## config.mk

```make
export PLATFORM = sky130hd
export DESIGN_NAME = bms_controller
export DESIGN_NICKNAME = d
export VERILOG_FILES = /design/src/verilog/bms_controller.v
export VERILOG_INCLUDE_DIRS = /design/src /design/src/verilog
export SDC_FILE = /design/constraint.sdc
export NUM_CORES = 2
export LEC_CHECK = 0
export BUFFER_PORTS_ARGS = -buffer_cell sky130_fd_sc_hd__buf_2
export CAP_MARGIN = 20
export CORE_UTILIZATION = 55
export DETAILED_ROUTE_END_ITERATION = 6
export PLACE_DENSITY = 0.75
export RECOVER_POWER = 25
export SLEW_MARGIN = 25
export SYNTH_ARGS = -nofsm -noshare
export SYNTH_HDL_FRONTEND = slang
export SYNTH_MEMORY_MAX_BITS = 65536
export SYNTH_SLANG_ARGS = --single-unit
```

## constraint.sdc

```tcl
create_clock -name clk_in -period 32.2 [get_ports clk_in]
set_input_delay 1.61 -clock clk_in [delete_from_list [all_inputs] [get_ports clk_in]]
set_output_delay 1.61 -clock clk_in [all_outputs]
set_load 0.01 [all_outputs]
```

## src/verilog/bms_defines.vh

```
// constants of the backplane bus controller (slave port, arbiter, master engine)
//
// Contract
// - bus carries 20-bit address, 16-bit data, go, read select, terminate, error
// - slave delays received go by skew plus decode before qualifying decode
// - write slave completes write then asserts terminate, done with lines by then
// - slave access from go to terminate stays below 1.5 us
// - slave releases terminate within 120 ns after go released
// - read slave asserts terminate when data valid, done with address and select
// - slave drives memory error low on nonrecoverable read error
// - memory error has the same timing as read data
// - high grant input means no higher master requests; low blocks access
// - grant output low while this or higher master requests, else high
// - acknowledge only after grant high 100 ns, requesting 100 ns, ack high
// - low acknowledge line means next master recognized and waiting
// - low available line means a master owns the bus
// - masters keep off the bus while wait line is low
// - low io reset pulse of 100 to 500 ns halts and resets the device
// - low power reset holds device in reset and inhibits critical lines
// - power fail warning is a 7.0 ms low pulse before power reset
// - falling edge of power fail warning acts like io reset
// - atomic bit-set holds hold line low so no other processor interferes
`ifndef BMS_DEFINES_VH
`define BMS_DEFINES_VH

// ************************************************************
// bus widths
// ************************************************************
`define BMS_ADDR_W     20
`define BMS_DATA_W     16

// ************************************************************
// timing in nanoseconds and derived cycle counts
// ************************************************************
`define BMS_CLK_NS     40
`define BMS_SKEW_NS    20
`define BMS_DECODE_NS  40
`define BMS_ARB_NS     100
`define BMS_ACCESS_NS  1500
`define BMS_RELEASE_NS 120
`define BMS_GO_DLY_CYC ((`BMS_SKEW_NS + `BMS_DECODE_NS + `BMS_CLK_NS - 1) / `BMS_CLK_NS)
`define BMS_ARB_CYC    ((`BMS_ARB_NS + `BMS_CLK_NS - 1) / `BMS_CLK_NS)
`define BMS_ACCESS_CYC (`BMS_ACCESS_NS / `BMS_CLK_NS)
`define BMS_REL_CYC    (`BMS_RELEASE_NS / `BMS_CLK_NS)
`define BMS_CNT_W      4

// ************************************************************
// slave states
// ************************************************************
`define BMS_S_IDLE     2'h0
`define BMS_S_DELAY    2'h1
`define BMS_S_TERM     2'h2
`define BMS_S_SKIP     2'h3

// ************************************************************
// access controller states
// ************************************************************
`define BMS_A_IDLE     3'h0
`define BMS_A_DAR      3'h1
`define BMS_A_DAK      3'h2
`define BMS_A_DACC     3'h3
`define BMS_A_GO       3'h4
`define BMS_A_REL      3'h5

// ************************************************************
// reset value and synchroniser width
// ************************************************************
`define BMS_BASE_RST   20'hF0000
`define BMS_SYNC_W     47

// ************************************************************
// bit positions of the pins in the synchroniser vector
// ************************************************************
`define BMS_P_GO       46
`define BMS_P_RNW      45
`define BMS_P_ADDR     25
`define BMS_P_DATA     9
`define BMS_P_TERM     8
`define BMS_P_MERR     7
`define BMS_P_AGIN     6
`define BMS_P_ACK      5
`define BMS_P_AVAIL    4
`define BMS_P_WAIT     3
`define BMS_P_IORES    2
`define BMS_P_PRES     1
`define BMS_P_PFW      0

`endif

```

## src/verilog/bms_controller.v

```verilog
// backplane bus controller: memory slave, access controller and one-word master engine
`timescale 1ns/1ps
`include "bms_defines.vh"

module bms_controller #(
	parameter [19:0] SLV_BASE = `BMS_BASE_RST,
	parameter        AW       = 8
) (
	input  wire        clk_in,
	input  wire        rst_in,
	// bus side (true polarity on address and data; _n lines are active low)
	input  wire        bus_go_n_in,
	output wire        bus_go_n_out,
	output reg         bus_go_oe_out,
	input  wire        read_not_write_in,
	output reg         read_not_write_out,
	output reg         read_not_write_oe_out,
	input  wire [19:0] bus_address_in,
	output reg  [19:0] bus_address_out,
	output reg         bus_address_oe_out,
	input  wire [15:0] bus_data_in,
	output reg  [15:0] bus_data_out,
	output reg         bus_data_oe_out,
	input  wire        transfer_terminate_n_in,
	output wire        transfer_terminate_n_out,
	output reg         transfer_terminate_oe_out,
	input  wire        memory_error_n_in,
	output wire        memory_error_n_out,
	output reg         memory_error_oe_out,
	input  wire        access_granted_in,
	output reg         access_granted_out,
	input  wire        next_master_ack_n_in,
	output wire        next_master_ack_n_out,
	output reg         next_master_ack_oe_out,
	input  wire        bus_available_in,
	output wire        bus_available_out,
	output reg         bus_available_oe_out,
	input  wire        bus_wait_n_in,
	input  wire        hold_for_atomic_n_in,
	output wire        hold_for_atomic_n_out,
	output reg         hold_for_atomic_oe_out,
	input  wire        io_reset_pulse_n_in,
	input  wire        power_reset_n_in,
	input  wire        power_fail_warning_n_in,
	// user side
	input  wire        mst_req_in,
	input  wire        mst_write_in,
	input  wire        mst_atomic_in,
	input  wire [19:0] mst_addr_in,
	input  wire [15:0] mst_wdata_in,
	input  wire        fault_inject_in,
	output reg         mst_busy_out,
	output reg         mst_done_out,
	output reg  [15:0] mst_rdata_out,
	output reg         mst_error_out,
	output reg         critical_enable_out,
	output reg         device_reset_out
);

	// ************************************************************
	// input synchronisers
	// ************************************************************
	reg  [`BMS_SYNC_W-1:0] sync1;
	reg  [`BMS_SYNC_W-1:0] sync2;
	wire [`BMS_SYNC_W-1:0] raw_pins;
	reg                    drive_low;
	reg                    pfw_prev;

	assign raw_pins = {bus_go_n_in, read_not_write_in, bus_address_in, bus_data_in,
		transfer_terminate_n_in, memory_error_n_in, access_granted_in,
		next_master_ack_n_in, bus_available_in, bus_wait_n_in, io_reset_pulse_n_in,
		power_reset_n_in, power_fail_warning_n_in};

	// every pin but hold_for_atomic_n_in passes two flops; first stage feeds only the second
	always @(posedge clk_in) begin
		sync1 <= raw_pins;
		sync2 <= sync1;
	end

	// address and data slices come out of the same two-flop vector as the strobes
	wire        go_s    = ~sync2[`BMS_P_GO];
	wire        rnw_s   = sync2[`BMS_P_RNW];
	wire [19:0] addr_s  = sync2[`BMS_P_ADDR +: `BMS_ADDR_W];
	wire [15:0] data_s  = sync2[`BMS_P_DATA +: `BMS_DATA_W];
	wire        term_s  = ~sync2[`BMS_P_TERM];
	wire        merr_s  = ~sync2[`BMS_P_MERR];
	wire        agin_s  = sync2[`BMS_P_AGIN];
	wire        ack_s   = ~sync2[`BMS_P_ACK];
	wire        avail_s = sync2[`BMS_P_AVAIL];
	wire        wait_s  = ~sync2[`BMS_P_WAIT];
	wire        iores_s = ~sync2[`BMS_P_IORES];
	// power lines share the vector, so they need no stage of their own
	wire        pres_s  = ~sync2[`BMS_P_PRES];
	wire        pfw_s   = ~sync2[`BMS_P_PFW];

	// open-drain lines only ever pull low; the enable does the work
	always @(posedge clk_in) begin
		drive_low <= 1'b0;
	end
	assign bus_go_n_out             = drive_low;
	assign transfer_terminate_n_out = drive_low;
	assign memory_error_n_out       = drive_low;
	assign next_master_ack_n_out    = drive_low;
	assign bus_available_out        = drive_low;
	assign hold_for_atomic_n_out    = drive_low;

	// ************************************************************
	// reset sources
	// ************************************************************
	wire hard_rst = rst_in | pres_s;
	wire pfw_fall = pfw_s & ~pfw_prev;
	wire soft_rst = hard_rst | iores_s | pfw_fall;

	// warning edge detector and critical line inhibit
	always @(posedge clk_in) begin
		if (rst_in) begin
			pfw_prev            <= 1'b0;
			critical_enable_out <= 1'b0;
			device_reset_out    <= 1'b1;
		end else begin
			pfw_prev            <= pfw_s;
			critical_enable_out <= ~pres_s;
			device_reset_out    <= soft_rst;
		end
	end

	// ************************************************************
	// slave: small parity-protected memory window
	// ************************************************************
	localparam DEPTH = 1 << AW;
	reg  [16:0]            mem [0:DEPTH-1];
	reg  [1:0]             s_state;
	reg  [`BMS_CNT_W-1:0]  s_cnt;
	wire                   hit = (addr_s[19:AW] == SLV_BASE[19:AW]);
	wire [16:0]            word = mem[addr_s[AW-1:0]];

	// go is timed out locally before decode; a miss waits for go release
	always @(posedge clk_in) begin
		if (hard_rst) begin
			s_state                   <= `BMS_S_IDLE;
			s_cnt                     <= {`BMS_CNT_W{1'b0}};
			transfer_terminate_oe_out <= 1'b0;
			memory_error_oe_out       <= 1'b0;
		end else begin
			case (s_state)
			`BMS_S_IDLE: begin
				s_cnt <= {`BMS_CNT_W{1'b0}};
				if (go_s) begin
					s_state <= `BMS_S_DELAY;
				end
			end
			`BMS_S_DELAY: begin
				if (!go_s) begin
					s_state <= `BMS_S_IDLE;
				end else if (s_cnt < `BMS_GO_DLY_CYC - 1) begin
					s_cnt <= s_cnt + 1'b1;
				end else if (hit) begin
					// one-cycle access keeps go-to-terminate far under the limit
					if (!rnw_s) begin
						mem[addr_s[AW-1:0]] <= {^data_s ^ fault_inject_in, data_s};
					end else begin
						// read data itself is launched by the bus data process below
						memory_error_oe_out <= word[16] ^ (^word[15:0]);
					end
					transfer_terminate_oe_out <= 1'b1;
					s_state                   <= `BMS_S_TERM;
				end else begin
					s_state <= `BMS_S_SKIP;
				end
			end
			`BMS_S_TERM: begin
				if (!go_s) begin
					transfer_terminate_oe_out <= 1'b0;
					memory_error_oe_out       <= 1'b0;
					s_state                   <= `BMS_S_IDLE;
				end
			end
			`BMS_S_SKIP: begin
				if (!go_s) begin
					s_state <= `BMS_S_IDLE;
				end
			end
			default: begin
				s_state <= `BMS_S_IDLE;
			end
			endcase
		end
	end

	// ************************************************************
	// access controller and master engine
	// ************************************************************
	reg  [2:0]            a_state;
	reg  [`BMS_CNT_W-1:0] ag_cnt;
	reg  [`BMS_CNT_W-1:0] dar_cnt;
	reg                   cur_write;
	reg                   cur_atomic;
	reg  [15:0]           cur_wdata;
	wire                  requesting = (a_state == `BMS_A_DAR) || (a_state == `BMS_A_DAK);

	// grant chain passes through unless this master is queued
	always @(posedge clk_in) begin
		if (hard_rst) begin
			access_granted_out <= 1'b0;
		end else begin
			access_granted_out <= agin_s & ~requesting;
		end
	end

	// grant-high qualification counter, saturating
	always @(posedge clk_in) begin
		if (soft_rst || !agin_s) begin
			ag_cnt <= {`BMS_CNT_W{1'b0}};
		end else if (ag_cnt != {`BMS_CNT_W{1'b1}}) begin
			ag_cnt <= ag_cnt + 1'b1;
		end
	end

	// single-cycle steal: drop ownership after one word, or after the write-back of an atomic bit-set
	always @(posedge clk_in) begin
		if (soft_rst) begin
			mst_error_out          <= (a_state != `BMS_A_IDLE) & ~hard_rst;
			mst_done_out           <= (a_state != `BMS_A_IDLE) & ~hard_rst;
			a_state                <= `BMS_A_IDLE;
			dar_cnt                <= {`BMS_CNT_W{1'b0}};
			cur_write              <= 1'b0;
			cur_atomic             <= 1'b0;
			cur_wdata              <= 16'h0000;
			mst_busy_out           <= 1'b0;
			mst_rdata_out          <= 16'h0000;
			bus_go_oe_out          <= 1'b0;
			read_not_write_out     <= 1'b1;
			read_not_write_oe_out  <= 1'b0;
			bus_address_out        <= 20'h00000;
			bus_address_oe_out     <= 1'b0;
			next_master_ack_oe_out <= 1'b0;
			bus_available_oe_out   <= 1'b0;
			hold_for_atomic_oe_out <= 1'b0;
		end else begin
			mst_done_out <= 1'b0;
			case (a_state)
			`BMS_A_IDLE: begin
				mst_error_out <= 1'b0;
				dar_cnt       <= {`BMS_CNT_W{1'b0}};
				if (mst_req_in) begin
					cur_write       <= mst_write_in & ~mst_atomic_in;
					cur_atomic      <= mst_atomic_in;
					cur_wdata       <= mst_wdata_in;
					bus_address_out <= mst_addr_in;
					mst_busy_out    <= 1'b1;
					a_state         <= `BMS_A_DAR;
				end
			end
			`BMS_A_DAR: begin
				if (dar_cnt != {`BMS_CNT_W{1'b1}}) begin
					dar_cnt <= dar_cnt + 1'b1;
				end
				if (ag_cnt >= `BMS_ARB_CYC && dar_cnt >= `BMS_ARB_CYC && !ack_s) begin
					next_master_ack_oe_out <= 1'b1;
					a_state                <= `BMS_A_DAK;
				end
			end
			`BMS_A_DAK: begin
				if (avail_s) begin
					next_master_ack_oe_out <= 1'b0;
					bus_available_oe_out   <= 1'b1;
					hold_for_atomic_oe_out <= cur_atomic;
					a_state                <= `BMS_A_DACC;
				end
			end
			`BMS_A_DACC: begin
				// a coupler's wait keeps every master off; old terminate must be gone
				if (!wait_s && !term_s) begin
					bus_go_oe_out         <= 1'b1;
					read_not_write_out    <= ~cur_write;
					read_not_write_oe_out <= 1'b1;
					bus_address_oe_out    <= 1'b1;
					a_state               <= `BMS_A_GO;
				end
			end
			`BMS_A_GO: begin
				if (term_s) begin
					// data and error are captured in the same edge go is released
					if (!cur_write) begin
						mst_rdata_out <= data_s;
						mst_error_out <= merr_s;
					end
					bus_go_oe_out         <= 1'b0;
					read_not_write_oe_out <= 1'b0;
					bus_address_oe_out    <= 1'b0;
					a_state               <= `BMS_A_REL;
				end
			end
			`BMS_A_REL: begin
				if (!term_s) begin
					if (cur_atomic) begin
						// second half of bit-set: write back read word with bits set
						cur_atomic <= 1'b0;
						cur_write  <= 1'b1;
						cur_wdata  <= mst_rdata_out | cur_wdata;
						a_state    <= `BMS_A_DACC;
					end else begin
						bus_available_oe_out   <= 1'b0;
						hold_for_atomic_oe_out <= 1'b0;
						mst_busy_out           <= 1'b0;
						mst_done_out           <= 1'b1;
						a_state                <= `BMS_A_IDLE;
					end
				end
			end
			default: begin
				a_state <= `BMS_A_IDLE;
			end
			endcase
		end
	end

	// ************************************************************
	// bus data driver shared by slave read and master write
	// ************************************************************
	// one owner for the data pins, so the two sides never fight over them
	wire slv_load = (s_state == `BMS_S_DELAY) && go_s && hit && rnw_s &&
		(s_cnt >= `BMS_GO_DLY_CYC - 1);
	wire slv_drop = (s_state == `BMS_S_TERM) && !go_s;
	wire mst_load = (a_state == `BMS_A_DACC) && !wait_s && !term_s && !soft_rst;
	wire mst_drop = (a_state == `BMS_A_GO) && term_s && !soft_rst;

	// these terms mirror the state machines above; keep them in step when either changes
	always @(posedge clk_in) begin
		if (hard_rst) begin
			bus_data_out    <= 16'h0000;
			bus_data_oe_out <= 1'b0;
		end else if (slv_load) begin
			// read data goes out on the same edge as terminate
			bus_data_out    <= word[15:0];
			bus_data_oe_out <= 1'b1;
		end else if (slv_drop) begin
			bus_data_oe_out <= 1'b0;
		end else if (soft_rst && s_state != `BMS_S_TERM) begin
			// an aborted master drops its write data; a slave read still finishes
			bus_data_oe_out <= 1'b0;
		end else if (mst_load) begin
			bus_data_out    <= cur_wdata;
			bus_data_oe_out <= cur_write;
		end else if (mst_drop) begin
			bus_data_oe_out <= 1'b0;
		end
	end

endmodule

```

==> results.toml <==
[detailed_routing]
firstDrtPassIters = 6
drc = 0
wirelength_um = 438000
avgRoutedWirePerCell_um = 34.8
vias = 84451
via_per_inst = 6.70
drt-initial-drc-count = 12015
antenna_left = 0

[floorplan]
row_count = 205
dieWidth_um = 561
core_area_sq_mm = 0.312
io_pins = 164
initial_core_util = 0.552
die_y_um = 561
die-area_sq_mm = 0.315

[clock_tree]
cts-resized-gates = 0
cts_tree = "yes"
cts_hold_buf = 0
clkTransAtPathRegs_ns = 0.06
cts_max_path_buffers = 4
cts_root_buffer = "clkbuf_16"
insertion_delay_ns = 1.01
cts_sinks = 4548
htree_levels = 5
cts_buffers = 437
post_cts_buffers = 0

[critical_path]
cp_max_fo = 121
path_buf_inv = 4
cp-start-kind = "flop"
criticalPathCategory = "flop to flop"
cp.arrival_ns = 8.98
crit_chain = "buf_12 -> buf_4 -> buf_4 -> buf_4 -> mux4_2 -> a22oi_1 -> a21oi_1 -> o41ai_1 -> nand4_1 -> xnor2_1 -> xnor2_1 -> xnor2_1 -> xnor3_1 -> o41ai_2"
slowest_stage = "o41ai_1"
crit_family = "buffers and inverters"
crit_required_ns = 33.09
endpoint_kind = "flop"
cpPeakStageDelay_ns = 1.02

[global_route]
grtUsageTotal = 0.277
grt_pass1_vias = 84769
use_met1 = 0.363
grt_first_pass_wirelength_um = 618000
grt-ovfl-total = 0
grt_max_degree = 257
use_met2 = 0.446
antenna_found_initial = 21
grt_busiest_layer = "met2"
met3_usage = 0.0678

[sta]
finalSetupViolCount = 0
holdWs_ns = 0.321
finalMaxSlewViolations = 2106
hold_viol = 0
min_period_ns = 8.09
final.setup_skew_ns = 0.102
tns_ns = 0
slew_headroom = -2.25
rsz0062_at_grt = "no"
fmax_mhz = 124
fin_crit_sh = 0.251
worstMarginPinSlew_ns = 4.88

[power]
power_leakage_nw = 60.0
ir_worst_vdd_mv = 0.0629
p_per_area_mw_per_mm2 = 63.3

[layout]
area_growth_pct = 12.2
final_cell_mix = "edfxtp_1 (4353), mux4_2 (1216), clkbuf_16 (440)"
drive_gt1_frac = 0.291
layout.cells.most_common = "edfxtp_1"
finalNetCount = 8196
final_core_util = 0.619

[place]
place.port_buffers = 156
gp_congestion = 0.890
hpwl_um = 240000

[synth]
syn_inst = 7537
ys_types = 54
yosysWarnings = 0
synth-edff-count = 4353
ys_async_sr_fraction = 0
ys_seq_area_frac = 0.782
ys.flop_type = "edfxtp_1"
syn_avg_cell_area_sq_um = 22.8
syn_area_sq_mm = 0.172
synth_seq_cells = 4548

[worst_hold_path]
min_path_type = "flop to flop"

[run_status]
run_status = "finished with violations"
failed_checks = "capacitance limit, slew limit"

[flow_run]
cap_viol_max_count = 30
==> final cells by class <==
cell class / count / area, sq um
Clock inverter: 230 / 2320
Sequential cell: 4548 / 135000
Clock buffer: 558 / 11500
Timing Repair Buffer: 568 / 3990
Antenna cell: 9 / 22.5
Tap cell: 4140 / 5180
Inverter: 23 / 86.3
Fill cell: 19947 / 119000
Multi-Input combinational cell: 2523 / 35300
==> layer usage <==
layer	up-vias	wire (um)
met4	20	21200
met2	6021	214000
li1	33126	-
met1	44285	149000
met3	999	53500
met5	-	133
==> worst paths after layout <==
check | startpoint | end | slack (ns) | cells past startpoint
max | sync2[26] | memory_error_oe_out | 24.11 | 14
min | sync1[27] | sync2[27] | 0.32 | 0
max reg2reg | sync2[26] | memory_error_oe_out | 24.11 | 14
min reg2reg | sync1[27] | sync2[27] | 0.32 | 0
==> flip-flops by register name (all words and copies together), names as in the netlist, 3 cells and up <==
| name | flops |
|---|---|
| mem | 4352 |
| sync1 | 47 |
| sync2 | 47 |
| bus_address_out | 20 |
| bus_data_out | 16 |
| cur_wdata | 16 |
| mst_rdata_out | 16 |
| ag_cnt | 4 |
| dar_cnt | 4 |
| s_cnt | 4 |
| a_state | 3 |
==> worst reg2reg max path, cell delays in order, from the launching register on <==
cell     delay [ns]
dfxtp_4        0.90
buf_12         0.66
buf_4          0.91
buf_4          0.82
buf_4          0.76
mux4_2         0.45
a22oi_1        0.34
a21oi_1        0.22
o41ai_1        1.02
nand4_1        0.47
xnor2_1        0.36
xnor2_1        0.11
xnor2_1        0.23
xnor3_1        0.48
o41ai_2        0.24
==> stage by stage <==
step	area (sq um)	std cells	setup slack [ns]	power (mW)
floorplan	172000	7542	18.94	7.15
global placement	179000	11796	24.24	7.32
detailed placement	179000	11796	24.24	7.34
CTS	193000	12584	24.22	12.2
global route	193000	12591	23.89	12.5
finish	193000	12599	24.11	12.2
==> synthesized netlist by cell type, drive strengths merged, types with 2 or more instances <==
library cell / number / area share
edfxtp: 4353 / 0.76
mux4: 1216 / 0.16
nor2: 328 / 0.0072
a22oi: 306 / 0.013
a21oi: 241 / 0.0070
buf: 234 / 0.010
clkbuf: 214 / 0.0047
dfxtp: 195 / 0.023
nand2: 124 / 0.0027
o21ai: 49 / 0.0014
o41ai: 33 / 0.0017
xnor2: 27 / 0.0014
inv: 23 / 0.00050
a211oi: 22 / 0.00096
a221oi: 19 / 0.00097
a22o: 19 / 0.00097
nor2b: 17 / 0.00062
nor3: 12 / 0.00035
nand4: 11 / 0.00040
nand3: 10 / 0.00029
o22ai: 10 / 0.00036
mux2i: 9 / 0.00052
and2: 7 / 0.00025
nand2b: 7 / 0.00025
or4: 7 / 0.00031
ha: 5 / 0.00036
xor2: 5 / 0.00025
o211ai: 3 / 0.00013
or2: 3 / 0.00011
or3: 3 / 0.00011
a211o: 2 / 0.00010
a311oi: 2 / 0.00010
a31oi: 2 / 0.000073
and3: 2 / 0.000073
mux2: 2 / 0.00013
nor4: 2 / 0.000073
xnor3: 2 / 0.00026
==> where the power goes <==
group	leakage [nW]	switching, mW	internal, mW
combinational	12.6	0.429	0.209
sequential	40.7	0.0225	6.58
clock	6.74	2.21	2.77
==> kinds of logic (layout without fill, tap and decap cells) <==
kind of cell / count (synthesis) / in the layout / synth area share
AO/OA/AOI/OAI: 715 / 715 / 0.0275
XOR/XNOR: 34 / 34 / 0.00189
adder cells (fa/ha/maj): 5 / 5 / 0.000364
buffers and inverters: 471 / 1379 / 0.0152
flip-flops: 4548 / 4548 / 0.782
multiplexers: 1227 / 1227 / 0.160
other: 1 / 15 / 0.0000218
AND/OR/NAND/NOR: 536 / 536 / 0.0128
No activity file was read; power rests on OpenSTA's default activity.
